**src/verilog/clock_mode_pkg.sv**
```systemverilog
// clock mode sequencer constants, register layout and carrier types
// assumes a 25 MHz pclk and an APB master with 32-bit data
// How it works
// - clock source status: 00 loop output, 10 external, 11 phase-locked loop
// - control one bits 7:6 pick source: 00 loop output, 10 external reference
// - control one bits 5:3 divide reference; 111 gives 128, 011 gives 8
// - control three bits 3:0 set multiplier; 0100 multiplies by 16
// - control three bit 6 set picks phase-locked loop, clear frequency loop
// - status bit 5 sets once phase-locked loop really sources loop clock
// - status bit 6 shows lock of selected loop, again after reference change
// - bypassed internal mode keeps frequency loop enabled and running while control three bit 6 is clear
// - low-power external disables both loops; loop fields only preload
// - control two bit 3 in bypassed external enters low power; clear leaves
// - status bit 1 sets once chosen crystal finished initializing
// - status bit 4 reads 0 external reference, 1 internal reference
// - clearing control one bit 2 makes external clock the loop reference
// - control two: bus divider 7:6, range 5, gain 4, crystal 2, enable 1
// - bus clock is main output divided by two, after bus divider
// - software goes straight to low power after bypassed external, no steps
// - trim value is nine bits: coarse byte on top, fine bit lowest
// - after reset trim value is 0x100: coarse 0x80, fine 0
// - larger trim lengthens internal reference period, lowering frequency

package clock_mode_pkg;

    // register byte offsets
    localparam logic [11:0] OFS_CONTROL_ONE   = 12'h000;
    localparam logic [11:0] OFS_CONTROL_TWO   = 12'h004;
    localparam logic [11:0] OFS_CONTROL_THREE = 12'h008;
    localparam logic [11:0] OFS_STATUS        = 12'h00C;
    localparam logic [11:0] OFS_COARSE_TRIM   = 12'h010;
    localparam logic [11:0] OFS_FINE_TRIM     = 12'h014;

    // reset values: reset lands in loop engaged internal
    localparam logic [7:0] RST_CONTROL_ONE   = 8'h04;
    localparam logic [7:0] RST_CONTROL_TWO   = 8'h00;
    localparam logic [7:0] RST_CONTROL_THREE = 8'h00;
    localparam logic [7:0] RST_COARSE_TRIM   = 8'h80;
    localparam logic       RST_FINE_TRIM     = 1'b0;

    // clock select and clock source encodings
    localparam logic [1:0] SRC_LOOP     = 2'h0;
    localparam logic [1:0] SRC_INTERNAL = 2'h1;
    localparam logic [1:0] SRC_EXTERNAL = 2'h2;
    localparam logic [1:0] SRC_PLL      = 2'h3;

    // status bit positions
    localparam int ST_OSC_READY  = 1;
    localparam int ST_REF_SOURCE = 4;
    localparam int ST_LOOP_SRC   = 5;
    localparam int ST_LOCK       = 6;

    // source switch settle time
    localparam int PCLK_HZ         = 25_000_000;
    localparam int SWITCH_SETTLE_NS = 200;
    localparam int SWITCH_CYCLES   =
        (SWITCH_SETTLE_NS * (PCLK_HZ / 1_000_000) + 999) / 1000;

    typedef struct packed {
        logic [1:0] clock_select;
        logic [2:0] reference_divider;
        logic       internal_ref_select;
        logic [1:0] spare;
    } control_one_t;

    typedef struct packed {
        logic [1:0] bus_divider;
        logic       high_range;
        logic       high_gain_select;
        logic       low_power_bypass;
        logic       crystal_select;
        logic       ext_ref_enable;
        logic       spare;
    } control_two_t;

    typedef struct packed {
        logic       spare_hi;
        logic       loop_select;
        logic [1:0] spare;
        logic [3:0] multiplier_field;
    } control_three_t;

    // settings actually applied to the analog loops
    typedef struct packed {
        logic       fll_enable;
        logic       pll_enable;
        logic       loop_select;
        logic [2:0] ref_div_log2;
        logic [5:0] multiply;
    } loop_drive_t;

    typedef enum logic [7:0] {
        loop_engaged_internal  = 8'h01,
        loop_engaged_external  = 8'h02,
        loop_bypassed_internal = 8'h04,
        loop_bypassed_external = 8'h08,
        pll_engaged_external   = 8'h10,
        pll_bypassed_external  = 8'h20,
        low_power_internal     = 8'h40,
        low_power_external     = 8'h80
    } clock_mode_t;

endpackage : clock_mode_pkg

```
**src/verilog/clock_mode_sequencer.sv**
```systemverilog
// clock mode sequencer: control registers, mode decode, settled status
// and trim value, reached over APB
// assumes loop lock and crystal ready arrive asynchronously from the
// analog side and that the analog muxes follow the settled selections
`timescale 1ns/1ps

module clock_mode_sequencer #(
    parameter int SETTLE_CYCLES = clock_mode_pkg::SWITCH_CYCLES
) (
    // clock and reset
    input  wire logic                         pclk,
    input  wire logic                         presetn,
    // apb slave
    input  wire logic                         psel,
    input  wire logic                         penable,
    input  wire logic                         pwrite,
    input  wire logic [11:0]                  paddr,
    input  wire logic [31:0]                  pwdata,
    input  wire logic [3:0]                   pstrb,
    output logic      [31:0]                  prdata,
    output logic                              pready,
    output logic                              pslverr,
    // analog status pins
    input  wire logic                         fll_lock_pin,
    input  wire logic                         pll_lock_pin,
    input  wire logic                         osc_init_pin,
    // analog loop and oscillator controls
    output clock_mode_pkg::loop_drive_t       loop_drive,
    output logic                              ext_ref_on,
    output logic                              high_range,
    output logic                              high_gain_select,
    output logic                              crystal_select,
    // clock muxes and dividers
    output logic      [1:0]                   main_clock_select,
    output logic                              ref_is_internal,
    output logic      [1:0]                   bus_divider,
    output logic      [2:0]                   bus_div_log2,
    // internal reference trim and mode
    output logic      [8:0]                   combined_trim_value,
    output clock_mode_pkg::clock_mode_t       mode
);

    clock_mode_pkg::control_one_t   ctl_one;
    clock_mode_pkg::control_two_t   ctl_two;
    clock_mode_pkg::control_three_t ctl_three;
    logic [7:0] coarse_trim_register;
    logic       fine_trim_bit;
    clock_mode_pkg::clock_mode_t next_mode;

    // apb decode
    wire setup_phase = psel && !penable;
    wire access      = psel && penable;
    wire hit_one     = (paddr == clock_mode_pkg::OFS_CONTROL_ONE);
    wire hit_two     = (paddr == clock_mode_pkg::OFS_CONTROL_TWO);
    wire hit_three   = (paddr == clock_mode_pkg::OFS_CONTROL_THREE);
    wire hit_status  = (paddr == clock_mode_pkg::OFS_STATUS);
    wire hit_coarse  = (paddr == clock_mode_pkg::OFS_COARSE_TRIM);
    wire hit_fine    = (paddr == clock_mode_pkg::OFS_FINE_TRIM);
    wire mapped      = hit_one || hit_two || hit_three || hit_status ||
                       hit_coarse || hit_fine;
    wire wr_lane0    = access && pwrite && pstrb[0];
    wire [7:0] wbyte = pwdata[7:0];

    assign pready  = 1'b1;
    assign pslverr = access && !mapped;

    // control registers; only byte lane 0 carries data
    always_ff @(posedge pclk or negedge presetn) begin
        if (!presetn)
            ctl_one <= clock_mode_pkg::RST_CONTROL_ONE;
        else if (wr_lane0 && hit_one)
            ctl_one <= wbyte;
    end

    always_ff @(posedge pclk or negedge presetn) begin
        if (!presetn)
            ctl_two <= clock_mode_pkg::RST_CONTROL_TWO;
        else if (wr_lane0 && hit_two)
            ctl_two <= wbyte;
    end

    always_ff @(posedge pclk or negedge presetn) begin
        if (!presetn)
            ctl_three <= clock_mode_pkg::RST_CONTROL_THREE;
        else if (wr_lane0 && hit_three)
            ctl_three <= wbyte;
    end

    // nine-bit trim, coarse byte above the fine bit
    always_ff @(posedge pclk or negedge presetn) begin
        if (!presetn) begin
            coarse_trim_register <= clock_mode_pkg::RST_COARSE_TRIM;
            fine_trim_bit        <= clock_mode_pkg::RST_FINE_TRIM;
        end else begin
            if (wr_lane0 && hit_coarse)
                coarse_trim_register <= wbyte;
            if (wr_lane0 && hit_fine)
                fine_trim_bit <= wbyte[0];
        end
    end

    // larger value lengthens the analog oscillator period
    assign combined_trim_value = {coarse_trim_register, fine_trim_bit};

    // three-stage pin synchronisers; a level counts once stages 2 and 3 agree
    logic [2:0] sync_a;
    logic [2:0] sync_b;
    logic [2:0] sync_c;
    logic [2:0] pin_level;
    wire  [2:0] pins = {osc_init_pin, pll_lock_pin, fll_lock_pin};

    always_ff @(posedge pclk or negedge presetn) begin
        if (!presetn) begin
            sync_a    <= 3'h0;
            sync_b    <= 3'h0;
            sync_c    <= 3'h0;
            pin_level <= 3'h0;
        end else begin
            sync_a <= pins;
            sync_b <= sync_a;
            sync_c <= sync_b;
            pin_level <= (sync_b & sync_c) | (pin_level & (sync_b | sync_c));
        end
    end

    wire fll_locked = pin_level[0];
    wire pll_locked = pin_level[1];
    wire osc_done   = pin_level[2];

    // settled selections; status follows only a completed switch
    logic [1:0] clk_target;
    logic [1:0] clk_status;
    logic [0:0] ref_status;
    logic [0:0] loop_status;

    wire low_power_req = ctl_two.low_power_bypass &&
                         (ctl_one.clock_select != clock_mode_pkg::SRC_LOOP);

    // loop output is reported by which loop actually feeds it
    assign clk_target =
        (ctl_one.clock_select == clock_mode_pkg::SRC_LOOP) ?
            (loop_status[0] ? clock_mode_pkg::SRC_PLL
                            : clock_mode_pkg::SRC_LOOP) :
            ctl_one.clock_select;

    switch_settle #(
        .WIDTH       (2),
        .CYCLES      (SETTLE_CYCLES),
        .RESET_VALUE (clock_mode_pkg::SRC_LOOP)
    ) clk_switch (
        .pclk    (pclk),
        .presetn (presetn),
        .target  (clk_target),
        .current (clk_status)
    );

    switch_settle #(
        .WIDTH       (1),
        .CYCLES      (SETTLE_CYCLES),
        .RESET_VALUE (1'b1)
    ) ref_switch (
        .pclk    (pclk),
        .presetn (presetn),
        .target  (ctl_one.internal_ref_select),
        .current (ref_status)
    );

    // in low power the loop source holds; the new choice is only preloaded
    logic [0:0] loop_target;
    always_ff @(posedge pclk or negedge presetn) begin
        if (!presetn)
            loop_target <= 1'b0;
        else if (!low_power_req)
            loop_target <= ctl_three.loop_select;
    end

    switch_settle #(
        .WIDTH       (1),
        .CYCLES      (SETTLE_CYCLES),
        .RESET_VALUE (1'b0)
    ) loop_switch (
        .pclk    (pclk),
        .presetn (presetn),
        .target  (loop_target),
        .current (loop_status)
    );

    // mode decode
    always_comb begin
        next_mode = clock_mode_pkg::loop_engaged_internal;
        case (ctl_one.clock_select)
            clock_mode_pkg::SRC_LOOP: begin
                if (ctl_three.loop_select)
                    next_mode = clock_mode_pkg::pll_engaged_external;
                else if (ctl_one.internal_ref_select)
                    next_mode = clock_mode_pkg::loop_engaged_internal;
                else
                    next_mode = clock_mode_pkg::loop_engaged_external;
            end
            clock_mode_pkg::SRC_INTERNAL: begin
                if (ctl_two.low_power_bypass)
                    next_mode = clock_mode_pkg::low_power_internal;
                else
                    next_mode = clock_mode_pkg::loop_bypassed_internal;
            end
            default: begin
                if (ctl_two.low_power_bypass)
                    next_mode = clock_mode_pkg::low_power_external;
                else if (ctl_three.loop_select)
                    next_mode = clock_mode_pkg::pll_bypassed_external;
                else
                    next_mode = clock_mode_pkg::loop_bypassed_external;
            end
        endcase
    end

    always_ff @(posedge pclk or negedge presetn) begin
        if (!presetn)
            mode <= clock_mode_pkg::loop_engaged_internal;
        else
            mode <= next_mode;
    end

    wire in_low_power = (next_mode == clock_mode_pkg::low_power_internal) ||
                        (next_mode == clock_mode_pkg::low_power_external);

    // loop drive; dividers and multiplier only reach the loops outside low
    // power, so writes there just preload the next loop mode
    always_ff @(posedge pclk or negedge presetn) begin
        if (!presetn) begin
            loop_drive.fll_enable   <= 1'b1;
            loop_drive.pll_enable   <= 1'b0;
            loop_drive.loop_select  <= 1'b0;
            loop_drive.ref_div_log2 <= 3'h0;
            loop_drive.multiply     <= 6'h00;
        end else begin
            // frequency loop also runs while bypassed internally, unless control three bit 6 has switched to the phase-locked loop
            loop_drive.fll_enable  <= !in_low_power && !loop_status[0];
            loop_drive.pll_enable  <= !in_low_power && loop_target[0];
            loop_drive.loop_select <= loop_status[0];
            if (!in_low_power) begin
                loop_drive.ref_div_log2 <= ctl_one.reference_divider;
                loop_drive.multiply <= {ctl_three.multiplier_field, 2'b00};
            end
        end
    end

    // lock of the loop in use; drops while the reference is changing over
    logic lock_status;
    wire  ref_moving = (ctl_one.internal_ref_select != ref_status[0]);
    always_ff @(posedge pclk or negedge presetn) begin
        if (!presetn)
            lock_status <= 1'b0;
        else if (in_low_power || ref_moving ||
                 (loop_target[0] != loop_status[0]))
            lock_status <= 1'b0;
        else
            lock_status <= loop_status[0] ? pll_locked : fll_locked;
    end

    // crystal ready once the selected crystal reports initialised
    logic osc_ready;
    always_ff @(posedge pclk or negedge presetn) begin
        if (!presetn)
            osc_ready <= 1'b0;
        else
            osc_ready <= osc_done && ctl_two.crystal_select &&
                         ctl_two.ext_ref_enable;
    end

    wire [7:0] status_byte = {1'b0, lock_status, loop_status[0],
                              ref_status[0], clk_status, osc_ready, 1'b0};

    // oscillator and mux outputs
    always_ff @(posedge pclk or negedge presetn) begin
        if (!presetn) begin
            ext_ref_on        <= 1'b0;
            high_range        <= 1'b0;
            high_gain_select  <= 1'b0;
            crystal_select    <= 1'b0;
            bus_divider       <= 2'h0;
            bus_div_log2      <= 3'h1;
            main_clock_select <= clock_mode_pkg::SRC_LOOP;
            ref_is_internal   <= 1'b1;
        end else begin
            ext_ref_on        <= ctl_two.ext_ref_enable;
            high_range        <= ctl_two.high_range;
            high_gain_select  <= ctl_two.high_gain_select;
            crystal_select    <= ctl_two.crystal_select;
            bus_divider       <= ctl_two.bus_divider;
            // main output over bus divider, then a fixed halving
            bus_div_log2      <= {1'b0, ctl_two.bus_divider} + 3'h1;
            main_clock_select <= clk_status;
            ref_is_internal   <= ref_status[0];
        end
    end

    // read data captured in setup so it stands through the access phase
    wire [7:0] read_byte =
        hit_one    ? ctl_one :
        hit_two    ? ctl_two :
        hit_three  ? ctl_three :
        hit_status ? status_byte :
        hit_coarse ? coarse_trim_register :
        hit_fine   ? {7'h00, fine_trim_bit} : 8'h00;

    always_ff @(posedge pclk or negedge presetn) begin
        if (!presetn)
            prdata <= 32'h0000_0000;
        else if (setup_phase && !pwrite)
            prdata <= {24'h000000, read_byte};
    end

    // low power takes effect on the very write that sets it, no extra step

endmodule : clock_mode_sequencer

```
**src/verilog/switch_settle.sv**
```systemverilog
// holds a source selection until a requested change has settled
// assumes target comes from logic on the same clock
`timescale 1ns/1ps

module switch_settle #(
    parameter int          WIDTH  = 2,
    parameter int          CYCLES = 5,
    parameter logic [WIDTH-1:0] RESET_VALUE = '0
) (
    // clock and reset
    input  wire logic             pclk,
    input  wire logic             presetn,
    // request and settled result
    input  wire logic [WIDTH-1:0] target,
    output logic      [WIDTH-1:0] current
);

    localparam int CW = $clog2(CYCLES + 1);
    localparam logic [CW-1:0] LAST = CW'(CYCLES - 1);

    logic [CW-1:0] count;
    logic [WIDTH-1:0] pending;
    wire           differs = (target != current);
    wire           moved   = (target != pending);
    wire           done    = differs && !moved && (count == LAST);

    // a new request restarts the wait, so the mux never sees a half switch
    always_ff @(posedge pclk or negedge presetn) begin
        if (!presetn) begin
            count   <= '0;
            pending <= RESET_VALUE;
            current <= RESET_VALUE;
        end else begin
            pending <= target;
            count   <= (!differs || moved || done) ? '0 : count + 1'b1;
            if (done)
                current <= pending;
        end
    end

endmodule : switch_settle
```
**config.mk**
```make
export PLATFORM = sky130hd
export DESIGN_NAME = clock_mode_sequencer
export DESIGN_NICKNAME = d
export VERILOG_FILES = /design/src/verilog/clock_mode_pkg.sv /design/src/verilog/clock_mode_sequencer.sv /design/src/verilog/switch_settle.sv
export SDC_FILE = /design/constraint.sdc
export NUM_CORES = 1
export LEC_CHECK = 0
export BUFFER_PORTS_ARGS = -buffer_cell sky130_fd_sc_hd__clkbuf_2
export CORE_MARGIN = 2
export CORE_UTILIZATION = 54
export CTS_BUF_LIST = sky130_fd_sc_hd__clkbuf_8
export DETAILED_ROUTE_END_ITERATION = 16
export PLACE_DENSITY = 0.85
export SYNTH_ARGS = -nofsm -noshare
export SYNTH_HDL_FRONTEND = slang
export SYNTH_HIERARCHICAL = 1
export SYNTH_SLANG_ARGS = --single-unit
```
**constraint.sdc**
```tcl
create_clock -name pclk -period 2.6 [get_ports pclk]
set_input_delay 0.52 -clock pclk [delete_from_list [all_inputs] [get_ports pclk]]
set_output_delay 0.52 -clock pclk [all_outputs]
set_load 0.01 [all_outputs]
```
After elaboration in Yosys (flattened, before gate mapping)
Index checks and enable logic that the tools add are counted.
{ "totals": {"regBits": 103} }
{ "classes": {"n_addsub": 4, "n_eq_ne": 17, "muxes": 19, "bitwise": 4, "n_reduce_logical": 50} }
{ "op_table": {"columns": ["operator", "count"], "rows": [
  ["two-way mux 8 bit", 7],
  ["equality test 12 x 4 -> 1 bit (second input constant)", 2],
  ["equality test 12 x 5 -> 1 bit (second input constant)", 2],
  ["logical AND 1 bit", 22],
  ["case mux 8 bit (2 select lines)", 1],
  ["logical OR 1 bit", 14],
  ["equality test 12 x 3 -> 1 bit (second input constant)", 1],
  ["zero test 12 bit", 1],
  ["zero test 1 bit", 11],
  ["adder 3 x 1 -> 3 bit (second input constant)", 3],
  ["equality test 3 bit (second input constant)", 3],
  ["two-way mux 3 bit", 3],
  ["equality test 8 x 7 -> 1 bit (second input constant)", 1],
  ["equality test 8 bit (second input constant)", 1],
  ["two-way mux 7 bit", 1],
  ["bitwise AND 3 bit", 2],
  ["two-way mux 2 bit", 3],
  ["two-way mux 6 bit", 1],
  ["bitwise OR 3 bit", 2],
  ["!= test 1 bit", 4],
  ["!= test 2 bit", 2],
  ["adder 2 x 1 -> 3 bit (second input constant)", 1],
  ["two-way mux 1 bit", 3],
  ["equality test 2 x 1 -> 1 bit (second input constant)", 1],
  ["other kinds (2)", 2]
]} }

Longest topological paths before layout
Gate-level depths: netlist of run 1.
{ "depth": {"word_depth": 8, "mapped_depth": 6, "ltp_nobuf": 5} }

Cells and area by module
The synthesis of run 1 kept the hierarchy.
{ "by_module_without_submodules": {"columns": ["module", "n_inst", "cells_per_inst", "area_per_inst_um2", "seq_area_each_um2"], "rows": [
  ["clock_mode_sequencer", 1, 276, 3684.8, 2159.6],
  ["switch_settle (clk_switch)", 1, 27, 352.8, 175.2],
  ["switch_settle (ref_switch)", 1, 21, 245.2, 127.6],
  ["switch_settle (loop_switch)", 1, 21, 242.7, 125.1]
]} }

Worst setup path before layout of run 1
No wires, ideal clock.
{ "synth_path": {"path_kind": "input-to-reg", "startpoint": "input paddr[0]", "endpoint": "register ctl_three[0] (netlist name)", "t_arrival_ns": 2.218, "required_time_ns": 2.475, "path_slack_ns": 0.257, "path_stages": 5, "n_path_buf": 1, "path_cell_list": "or4_4 -> or4b_4 -> buf_6 -> nor2_8 -> mux2_4"} }
{ "synth_between": {"elab_chain_cells": 2} }
{ "synth_rtl": {"columns": ["element", "line_no", "rtl"], "rows": [
  ["from (decl)", "clock_mode_sequencer.sv:17", "input wire logic [11:0] paddr,"],
  ["equality test 12 x 4 -> 1 bit", "clock_mode_sequencer.sv:55", "wire hit_three = (paddr == clock_mode_pkg::OFS_CONTROL_THREE);"],
  ["logical AND 1 bit", "clock_mode_sequencer.sv:85", "else if (wr_lane0 && hit_three)"],
  ["to (signal assigned)", "clock_mode_sequencer.sv:84", "ctl_three <= clock_mode_pkg::RST_CONTROL_THREE;"],
  ["to (signal assigned)", "clock_mode_sequencer.sv:86", "ctl_three <= wbyte;"],
  ["to (decl)", "clock_mode_sequencer.sv:45", "clock_mode_pkg::control_three_t ctl_three;"]
]} }
Every way passes these cells.
A chain may end at the register's enable or synchronous reset.

Worst setup path in the final report of run 1
{ "layout_path": {"startpoint": "input paddr[0]", "endpoint": "output pslverr"} }
{ "layout_between": {"elab_chain_cells": 8, "word_cells_on_any_way": 13, "classes_between": "5 x eq/ne; 8 x reduce/logical"} }
{ "layout_rtl": {"columns": ["element", "line_no", "rtl"], "rows": [
  ["equality test 12 x 3 -> 1 bit / zero test 12 bit (equally long branches)", "clock_mode_sequencer.sv:54, clock_mode_sequencer.sv:53", null],
  ["logical OR 1 bit (4 in series)", "clock_mode_sequencer.sv:59", "wire mapped = hit_one || hit_two || hit_three || hit_status ||"],
  ["logical OR 1 bit (*)", "clock_mode_sequencer.sv:60", "hit_coarse || hit_fine;"],
  ["zero test 1 bit (*)", "clock_mode_sequencer.sv:65", "assign pslverr = access && !mapped;"],
  ["logical AND 1 bit (*)", "clock_mode_sequencer.sv:65", null],
  ["to (decl)", "clock_mode_sequencer.sv:22", "output logic pslverr,"]
]} }
Mark *: on every way between the ends. The rest lies on a longest branch, timed or not.

==> results of run 1 <==
## area by class of cell
class                           instances  area, µm²
Multi-Input combinational cell        213       1720
Clock buffer                           11        151
Clock inverter                          5       72.6
Timing Repair Buffer                   87        478
Inverter                               15       56.3
Fill cell                             646       2980
Sequential cell                       103       2590
Tap cell                              105        131
## synthesized netlist by cell type, types with 4 or more instances
cell type / instances
o2bb2ai_1: 4
mux2_2: 33
mux2_4: 10
or3b_2: 4
ha_1: 7
nor3b_1: 8
nand2b_1: 4
nand2_1: 9
a22oi_1: 8
inv_1: 15
mux2i_1: 9
nor3_1: 4
dfstp_2: 8
a21oi_1: 5
a221oi_1: 4
nor2b_1: 6
clkbuf_1: 9
buf_4: 28
o21ai_0: 12
nor2_1: 12
dfrtp_1: 95
and2_1: 4
## cells by family (layout without fill, tap and decap cells)
kind of cell | count (synthesis) | after routing
AO/OA/AOI/OAI | 45 | 45
XOR/XNOR | 5 | 5
adder cells (fa/ha/maj) | 10 | 10
buffers and inverters | 54 | 118
flip-flops | 103 | 103
multiplexers | 52 | 52
other | 2 | 27
AND/OR/NAND/NOR | 74 | 74
## state kept, by name, summed over array words and instances, names as in the netlist, 8 cells and up
signal                cells
ctl_one                   8
mode                      8
ctl_three                 8
coarse_trim_register      8
ctl_two                   8
prdata                    8
loop_drive               10
## metal layers
layer	track usage, %	wire, µm	vias up
li1	-	-	1329
met1	26.0	3770	1476
met2	34.4	4560	105
met3	5.38	569	15
met4	8.69	194	0
met5	0	0	-
## power breakdown
| group | total, µW | switching, µW | internal (µW) |
|---|---|---|---|
| Combinational | 132 | 91.5 | 40.3 |
| Sequential | 1620 | 7.27 | 1620 |
| Clock | 1100 | 509 | 587 |
| Total | 2850 | 608 | 2240 |
## final timing paths
path / startpoint / to / slack [ns] / cells after the start
hold / removal: presetn / coarse_trim_register[0]$_DFFE_PN0P_ / 0.18 / 1
setup / recovery: paddr[0] / pslverr / 0.21 / 5
hold reg to reg: sync_a[1]$_DFF_PN0_ / sync_b[1]$_DFF_PN0_ / 0.36 / 0
max in group asynchronous: presetn / ctl_one[2]$_DFFE_PN1P_ / 1.70 / 2
setup reg to reg: loop_switch/current$_DFFE_PN0P_ / clk_switch/current[0]$_DFFE_PN0P_ / 0.41 / 5
min in group pclk: fll_lock_pin / sync_a[0]$_DFF_PN0_ / 0.26 / 1
## metrics by stage
step                total power (µW)  cells  area, µm²
floorplan                       1740    370       4620
global placement                1780    523       4970
detailed placement              1790    523       4970
CTS                             2870    539       5190
global route                    2950    539       5190
finish                          2850    539       5190
==> results.sh, run 1 <==
export IMPL_fin_worst_skew_ns=0.0112
export IMPL_post_drt_via_cell_ratio=5.43
export IMPL_synthAdderAreaFrac_pct=2.60
export IMPL_hold_viol=0
export IMPL_utilization_pct=63.5
export IMPL_hold_buffers=0
export IMPL_fp_dieArea_um2=9130
export IMPL_cpPeakStageDelay_ns=0.57
export IMPL_rsz0062_at_grt="no"
export IMPL_crit_required_ns=2.08
export IMPL_cts_resized=0
export IMPL_async_flop_share_pct=100
export IMPL_outcome="finished clean"
export IMPL_muxShareOfSynthArea_pct=13.5
export IMPL_htreeDepth=3
export IMPL_fmax_mhz=418
export IMPL_period_needed_ns=2.39
export IMPL_ys_ff_latch=103
export IMPL_initial_core_util_pct=55.4
export IMPL_die_w_um=95.5
export IMPL_dp_hpwl_um=6400
export IMPL_postCtsSetupBuffers=0
export IMPL_fin_ws_ns=0.209
export IMPL_synth_edf_count=0
export IMPL_p_per_area_nw_per_um2=549
export IMPL_power_leakage_uw=0.00263
export IMPL_final_nets=492
export IMPL_yosys_area_share_simple_pct=11.4
export IMPL_arrival_ns=1.87
export IMPL_fin_hold_ws_ns=0.180
export IMPL_tritoncts="yes"
export IMPL_drcViolationCount=0
export IMPL_drt_iter0_markers=113
export IMPL_worstMarginPinSlew_ns=0.662
export IMPL_drive_above_1_share_pct=38.5
export IMPL_critPathMostFrequentCell="clkbuf_2"
export IMPL_setup_viol=0
export IMPL_final_common_cell="dfrtp_1"
export IMPL_cts_sinks=103
export IMPL_maxCapViolations=0
export IMPL_synth_top_family_by_area="multiplexers"
export IMPL_synth_top_cell_area_share_pct=52.5
export IMPL_critical_path_class="input pin to output pin"
export IMPL_synth_area_leader_cell="dfrtp_1"
export IMPL_synth_compound_area_share_pct=7.19
export IMPL_grtUsageTotal_pct=20.8
export IMPL_yosys_most_used_dff="dfrtp_1"
export IMPL_area_growth_pct=14.8
export IMPL_synth_xor_area_share_pct=0.968
export IMPL_yosys_top_cells_area="dfrtp_1 53%, mux2_2 8.2%, buf_4 4.6%, dfstp_2 4.6%, mux2_4 3.3%"
export IMPL_worstPathMaxFanout=9
export IMPL_via_count=2925
export IMPL_path_cells="clkbuf_2 -> or4_4 -> nor3_4 -> a21oi_1 -> clkbuf_2"
export IMPL_hold_path_class="input pin to asynchronous set/reset pin"
export IMPL_clk_path_buf_depth=2
export IMPL_wl_um=9090
export IMPL_wl_per_cell_um=16.9
export IMPL_period_share_pct=92.0
export IMPL_die_h_um=95.5
export IMPL_final_cell_mix="95 x dfrtp_1, 75 x clkbuf_2, 33 x mux2_2"
export IMPL_seq_area_frac_synth_pct=57.2
export IMPL_first_pass_iters=4
export IMPL_grt_max_degree=51
export IMPL_cts_root_buffer="clkbuf_8"
export IMPL_synth_cell_types=53
export IMPL_path_delay_family="simple AND/OR/NAND/NOR gates"
export IMPL_crit_buf_inv=2
export IMPL_cp_end_kind="output pin"
export IMPL_grt_first_pass_wirelength_um=14100
export IMPL_portBuffers=76
export IMPL_yosys_warnings=6
export IMPL_startpoint_type="input pin"
export IMPL_timing_slew_headroom_pct=55.8
export IMPL_clk_pin_slew_ns=0.09
export IMPL_tns_ns=0
export IMPL_numCtsBuffers=9
export IMPL_max_vdd_ir_drop_uv=279
export IMPL_gp_congestion=0.798
export IMPL_slew_violations=0
export IMPL_syn_inst=345
export IMPL_num_io_pins=131
export IMPL_syn_area_per_cell_um2=13.1
export IMPL_syn_area_um2=4530
export IMPL_clk_latency_ns=0.36
export IMPL_overflow=0
export IMPL_pre_cts_slack_ns=0.121
export IMPL_antenna_found_initial=0
export IMPL_core_area_um2=8180
export IMPL_num_antenna_cells=0
export IMPL_antenna_left=0
export IMPL_rows=33
export IMPL_crit_slowest_cell="or4_4"
export IMPL_grt_pass1_vias=2866
No activity file was read; power rests on OpenSTA's default activity.
==> inputs of run 2 (changes only) <==
- ABC_AREA: not set -> 1
- CORE_UTILIZATION: 54 -> 35
- PLACE_DENSITY: 0.85 -> 0.59
==> results.sh, run 2 <==
export IMPL_outcome="finished clean"
export IMPL_dp_hpwl_um=7520
export IMPL_arrival_ns=1.66
export IMPL_hold_buffers=0
export IMPL_synth_top_cell_area_share_pct=50.5
export IMPL_crit_required_ns=2.08
export IMPL_core_area_um2=13200
export IMPL_final_common_cell="nand2_1"
export IMPL_clk_path_buf_depth=2
export IMPL_rr_worst_depth=9
export IMPL_drcViolationCount=0
export IMPL_largest_reg_flops=10
export IMPL_wl_um=10000
export IMPL_first_pass_iters=4
export IMPL_fp_dieArea_um2=14400
export IMPL_tritoncts="yes"
export IMPL_postCtsSetupBuffers=0
export IMPL_clk_latency_ns=0.38
export IMPL_period_share_pct=84.0
export IMPL_synth_area_leader_cell="dfrtp_1"
export IMPL_final_cell_mix="97 x nand2_1, 95 x dfrtp_1, 75 x clkbuf_2"
export IMPL_timing_slew_headroom_pct=66.7
export IMPL_htreeDepth=3
export IMPL_syn_area_per_cell_um2=9.50
export IMPL_syn_inst=496
export IMPL_grtUsageTotal_pct=14.9
export IMPL_drt_iter0_markers=245
export IMPL_drive_above_1_share_pct=28.5
export IMPL_num_antenna_cells=0
export IMPL_synth_edf_count=0
export IMPL_largest_register="loop_drive"
export IMPL_fin_hold_ws_ns=0.0846
export IMPL_fmax_mhz=458
export IMPL_grt_pass1_vias=3354
export IMPL_tns_ns=0
export IMPL_cts_root_buffer="clkbuf_8"
export IMPL_numCtsBuffers=9
export IMPL_portBuffers=76
export IMPL_yosysMostFrequentCell="nand2_1"
export IMPL_num_io_pins=131
export IMPL_die_w_um=120
export IMPL_overflow=0
export IMPL_yosys_top_cells_area="dfrtp_1 50%, nand2_1 7.7%, nand3_1 4.7%, buf_4 4.6%, dfstp_2 4.5%"
export IMPL_yosys_most_used_dff="dfrtp_1"
export IMPL_max_vdd_ir_drop_uv=347
export IMPL_seq_area_frac_synth_pct=54.9
export IMPL_worstPathMaxFanout=10
export IMPL_grt_max_degree=40
export IMPL_initial_core_util_pct=35.7
export IMPL_worstMarginPinSlew_ns=0.498
export IMPL_ff2ff_setup_slack_ns=0.81
export IMPL_post_drt_via_cell_ratio=4.46
export IMPL_hold_path_class="input pin to asynchronous set/reset pin"
export IMPL_fin_worst_skew_ns=0.0105
export IMPL_rows=42
export IMPL_r2r_start="loop_switch/current$_DFFE_PN0P_"
export IMPL_rsz0062_at_grt="no"
export IMPL_setup_viol=0
export IMPL_wl_per_cell_um=13.1
export IMPL_cts_sinks=103
export IMPL_reg2reg_to="clk_switch/current[1]$_DFFE_PN0P_"
export IMPL_area_growth_pct=14.6
export IMPL_startpoint_type="input pin"
export IMPL_cp_end_kind="output pin"
export IMPL_hold_viol=0
export IMPL_critical_path_class="input pin to output pin"
export IMPL_async_flop_share_pct=100
export IMPL_ys_ff_latch=103
export IMPL_power_leakage_uw=0.00285
export IMPL_antenna_left=0
export IMPL_period_needed_ns=2.18
export IMPL_fillers=1310
export IMPL_die_h_um=120
export IMPL_synth_commonest_cells="97 x nand2_1, 95 x dfrtp_1, 54 x inv_1"
export IMPL_cts_resized=0
export IMPL_grt_first_pass_wirelength_um=16600
export IMPL_yosys_warnings=6
export IMPL_maxCapViolations=0
export IMPL_p_per_area_nw_per_um2=517
export IMPL_antenna_found_initial=0
export IMPL_synth_cell_types=34
export IMPL_syn_area_um2=4710
export IMPL_gp_congestion=0.851
export IMPL_final_nets=643
export IMPL_clk_pin_slew_ns=0.10
export IMPL_slew_violations=0
export IMPL_via_count=3392
run 2: worst max path at each step:
| stage | start | to | slack, ns | cells past startpoint |
|---|---|---|---|---|
| 6_report | paddr[7] | pslverr | 0.42 | 9 |
| 5_1_grt | paddr[9] | pslverr | 0.31 | 9 |
| 4_1_cts | paddr[7] | pslverr | 0.41 | 9 |
| 3_5_place_dp | paddr[7] | pslverr | 0.41 | 9 |
| 3_3_place_gp | paddr[7] | pslverr | 0.41 | 9 |
| 2_1_floorplan | paddr[7] | pslverr | 0.74 | 7 |
run 2: area by class of cell:
| cell class | count | area, µm² | area share (%) |
|---|---|---|---|
| inverter | 59 | 226 | 4.20 |
| multi-input combinational | 324 | 1720 | 31.9 |
| clock buffer | 11 | 151 | 2.81 |
| sequential | 103 | 2590 | 47.9 |
| clock inverter | 5 | 38.8 | 0.719 |
| timing repair buffer | 83 | 448 | 8.30 |
| tap | 176 | 220 | 4.08 |
run 2: worst max-delay path, cell delays in order:
cell      delay [ns]
clkbuf_2        0.09
nor2_2          0.16
nand3_4         0.13
nor2_8          0.20
nand2_4         0.13
clkinv_4        0.10
nor2_1          0.04
and3_1          0.16
clkbuf_2        0.12
run 2: per-stage QoR:
step	area [µm²]	std cells	utilization (%)	worst slack, ns	total power [µW]
detailed placement	5210	745	39.5	0.409	1860
floorplan	4800	521	-	0.741	1780
global placement	5210	745	39.5	0.408	1850
global route	5400	761	40.9	0.313	2920
CTS	5400	761	40.9	0.406	2830
finish	5400	761	40.9	0.416	2790
run 2: kinds of logic (layout without fill, tap and decap cells):
kind of cell	Yosys count	in the layout	synth area share, %
other	2	27	0.159
buffers and inverters	94	158	10.5
AO/OA/AOI/OAI	48	48	6.88
AND/OR/NAND/NOR	233	233	24.0
adder cells (fa/ha/maj)	10	10	2.50
XOR/XNOR	6	6	1.12
flip-flops	103	103	54.9
run 2: power by group:
group	internal (µW)	total, µW	switching [µW]
registers	1630	1650	20.3
logic	52.9	171	118
clock network	411	966	555
total	2090	2790	693
run 2: layer usage:
| layer | global-route usage (%) | wire length, µm | vias up |
|---|---|---|---|
| met5 | 0 | 0 | - |
| met2 | 22.5 | 4620 | 94 |
| met1 | 20.7 | 4730 | 1606 |
| met4 | 5.59 | 146 | 0 |
| met3 | 3.66 | 500 | 10 |
| li1 | - | - | 1682 |
==> inputs of run 3 (changes only) <==
- clock period: 2.6 -> 2.05 ns (I/O delays scaled with it)
==> results.sh, run 3 (same netlist as run 2, synthesis figures left out) <==
export IMPL_outcome="finished clean"
export IMPL_cpPeakStageDelay_ns=0.25
export IMPL_largest_reg_flops=10
export IMPL_ff_latch_area_um2=2590
export IMPL_fin_ws_ns=0.117
export IMPL_placed_cells=750
export IMPL_period_share_pct=94.3
export IMPL_core_area_um2=13200
export IMPL_hold_viol=0
export IMPL_num_antenna_cells=0
export IMPL_power_leakage_uw=0.00286
export IMPL_critical_path_class="input pin to output pin"
export IMPL_grt_pass1_vias=3254
export IMPL_multi_input_area_um2=1720
export IMPL_arrival_ns=1.52
export IMPL_clk_pin_slew_ns=0.10
export IMPL_antenna_found_initial=0
export IMPL_final_common_cell="nand2_1"
export IMPL_drcViolationCount=0
export IMPL_clk_latency_ns=0.37
export IMPL_tns_ns=0
export IMPL_clk_path_buf_depth=2
export IMPL_timing_slew_headroom_pct=63.8
export IMPL_crit_required_ns=1.64
export IMPL_drive_above_1_share_pct=29.1
export IMPL_fillers=1291
export IMPL_largest_register="loop_drive"
export IMPL_crit_buf_inv=3
export IMPL_die_h_um=120
export IMPL_grt_max_degree=34
export IMPL_period_needed_ns=1.93
export IMPL_path_cells="clkbuf_2 -> inv_1 -> nand2_1 -> nor2_2 -> nand2_1 -> nor2_1 -> nor3_1 -> and3_1 -> clkbuf_2"
export IMPL_max_vdd_ir_drop_uv=450
export IMPL_hold_start="pll_lock_pin"
export IMPL_crit_slowest_cell="nor2_2"
export IMPL_overflow=0
export IMPL_final_cell_mix="97 x nand2_1, 95 x dfrtp_1, 75 x clkbuf_2"
export IMPL_drt_iter0_markers=244
export IMPL_startpoint_type="input pin"
export IMPL_wl_um=9980
export IMPL_grtUsageTotal_pct=14.8
export IMPL_htreeDepth=3
export IMPL_rsz0062_at_grt="no"
export IMPL_initial_core_util_pct=35.7
export IMPL_fin_hold_ws_ns=0.130
export IMPL_rows=42
export IMPL_fmax_mhz=517
export IMPL_antenna_left=0
export IMPL_p_per_area_nw_per_um2=642
export IMPL_hold_path_class="input pin to flop"
export IMPL_via_count=3422
export IMPL_postCtsSetupBuffers=0
export IMPL_r2r_start="ctl_one[6]$_DFFE_PN0P_"
export IMPL_stdcell_count=767
export IMPL_fp_dieArea_um2=14400
export IMPL_worstPathMaxFanout=5
export IMPL_utilization_pct=41.2
export IMPL_pre_cts_slack_ns=0.126
export IMPL_die_w_um=120
export IMPL_fin_worst_skew_ns=0.0109
export IMPL_path_delay_family="simple AND/OR/NAND/NOR gates"
export IMPL_cp_end_kind="output pin"
export IMPL_dp_hpwl_um=7650
export IMPL_gp_congestion=0.850
export IMPL_first_pass_iters=4
export IMPL_tritoncts="yes"
export IMPL_area_growth_pct=15.3
export IMPL_portBuffers=76
export IMPL_slew_violations=0
export IMPL_final_nets=649
export IMPL_maxCapViolations=0
export IMPL_setup_viol=0
export IMPL_num_io_pins=131
export IMPL_cts_sinks=103
export IMPL_wl_per_cell_um=13.0
export IMPL_cts_root_buffer="clkbuf_8"
export IMPL_post_drt_via_cell_ratio=4.46
export IMPL_grt_first_pass_wirelength_um=16600
export IMPL_worstMarginPinSlew_ns=0.541
export IMPL_crit_start="paddr[3]"
export IMPL_numCtsBuffers=9
run 3: changes by cell type in the layout (fill, tap and decap cells not counted), sizes merged:
cell         delta
clkinvlp        +2
buf             +5
clkbuf          -2
dlygate4sd3     +1
run 3: area by class of cell:
type	instances	share of cell area (%)
Clock buffer	9	2.28
Tap cell	176	4.05
Clock inverter	7	0.991
Multi-Input combinational cell	324	31.7
Sequential cell	103	47.6
Inverter	59	4.17
Timing Repair Buffer	89	9.12
run 3: final timing paths:
path	end	slack (ns)	depth (start not counted)
worst max-delay path	pslverr	0.12	9
worst min-delay path	sync_a[1]$_DFF_PN0_	0.13	1
worst max register to register	clk_switch/current[0]$_DFFE_PN0P_	0.46	8
worst min register to register	sync_b[2]$_DFF_PN0_	0.36	0
max in group asynchronous	bus_div_log2[0]$_DFF_PN1_	0.86	3
min in group asynchronous	loop_switch/count[1]$_DFF_PN0_	0.51	2
run 3: power by group:
group	total [µW]	internal [µW]	leakage, µW	switching [µW]
combinational	221	69.9	0.00142	151
clock	1170	454	0.0000879	716
sequential	2090	2070	0.00136	26.4
run 3: worst register-to-register path, delay by kind of cell (launching register included):
kind	cells	cell delay, ns
AO/OA/AOI/OAI	1	0.46
AND/OR/NAND/NOR	6	0.51
flip-flops	1	0.44
buffers and inverters	1	0.09
run 3: repair_timing:
| item | CTS | global route |
|---|---|---|
| hold buffers | 1 | 0 |
| gates resized for setup | 0 | 0 |
| hold endpoints to repair | 26 | 0 |
run 3: metal layers:
layer / global-route usage, % / routed length [µm] / up-vias
met2: 22.4 / 4550 / 115
met1: 20.7 / 4620 / 1609
li1: - / - / 1691
met4: 3.53 / 78 / 0
met3: 4.80 / 723 / 7
met5: 0 / 0 / -
run 3: through the flow:
stage	total power, µW	cell area [µm²]
finish	3480	5430
global route	3660	5430
CTS	3540	5430
detailed placement	2360	5240
global placement	2350	5240
floorplan	2260	4800
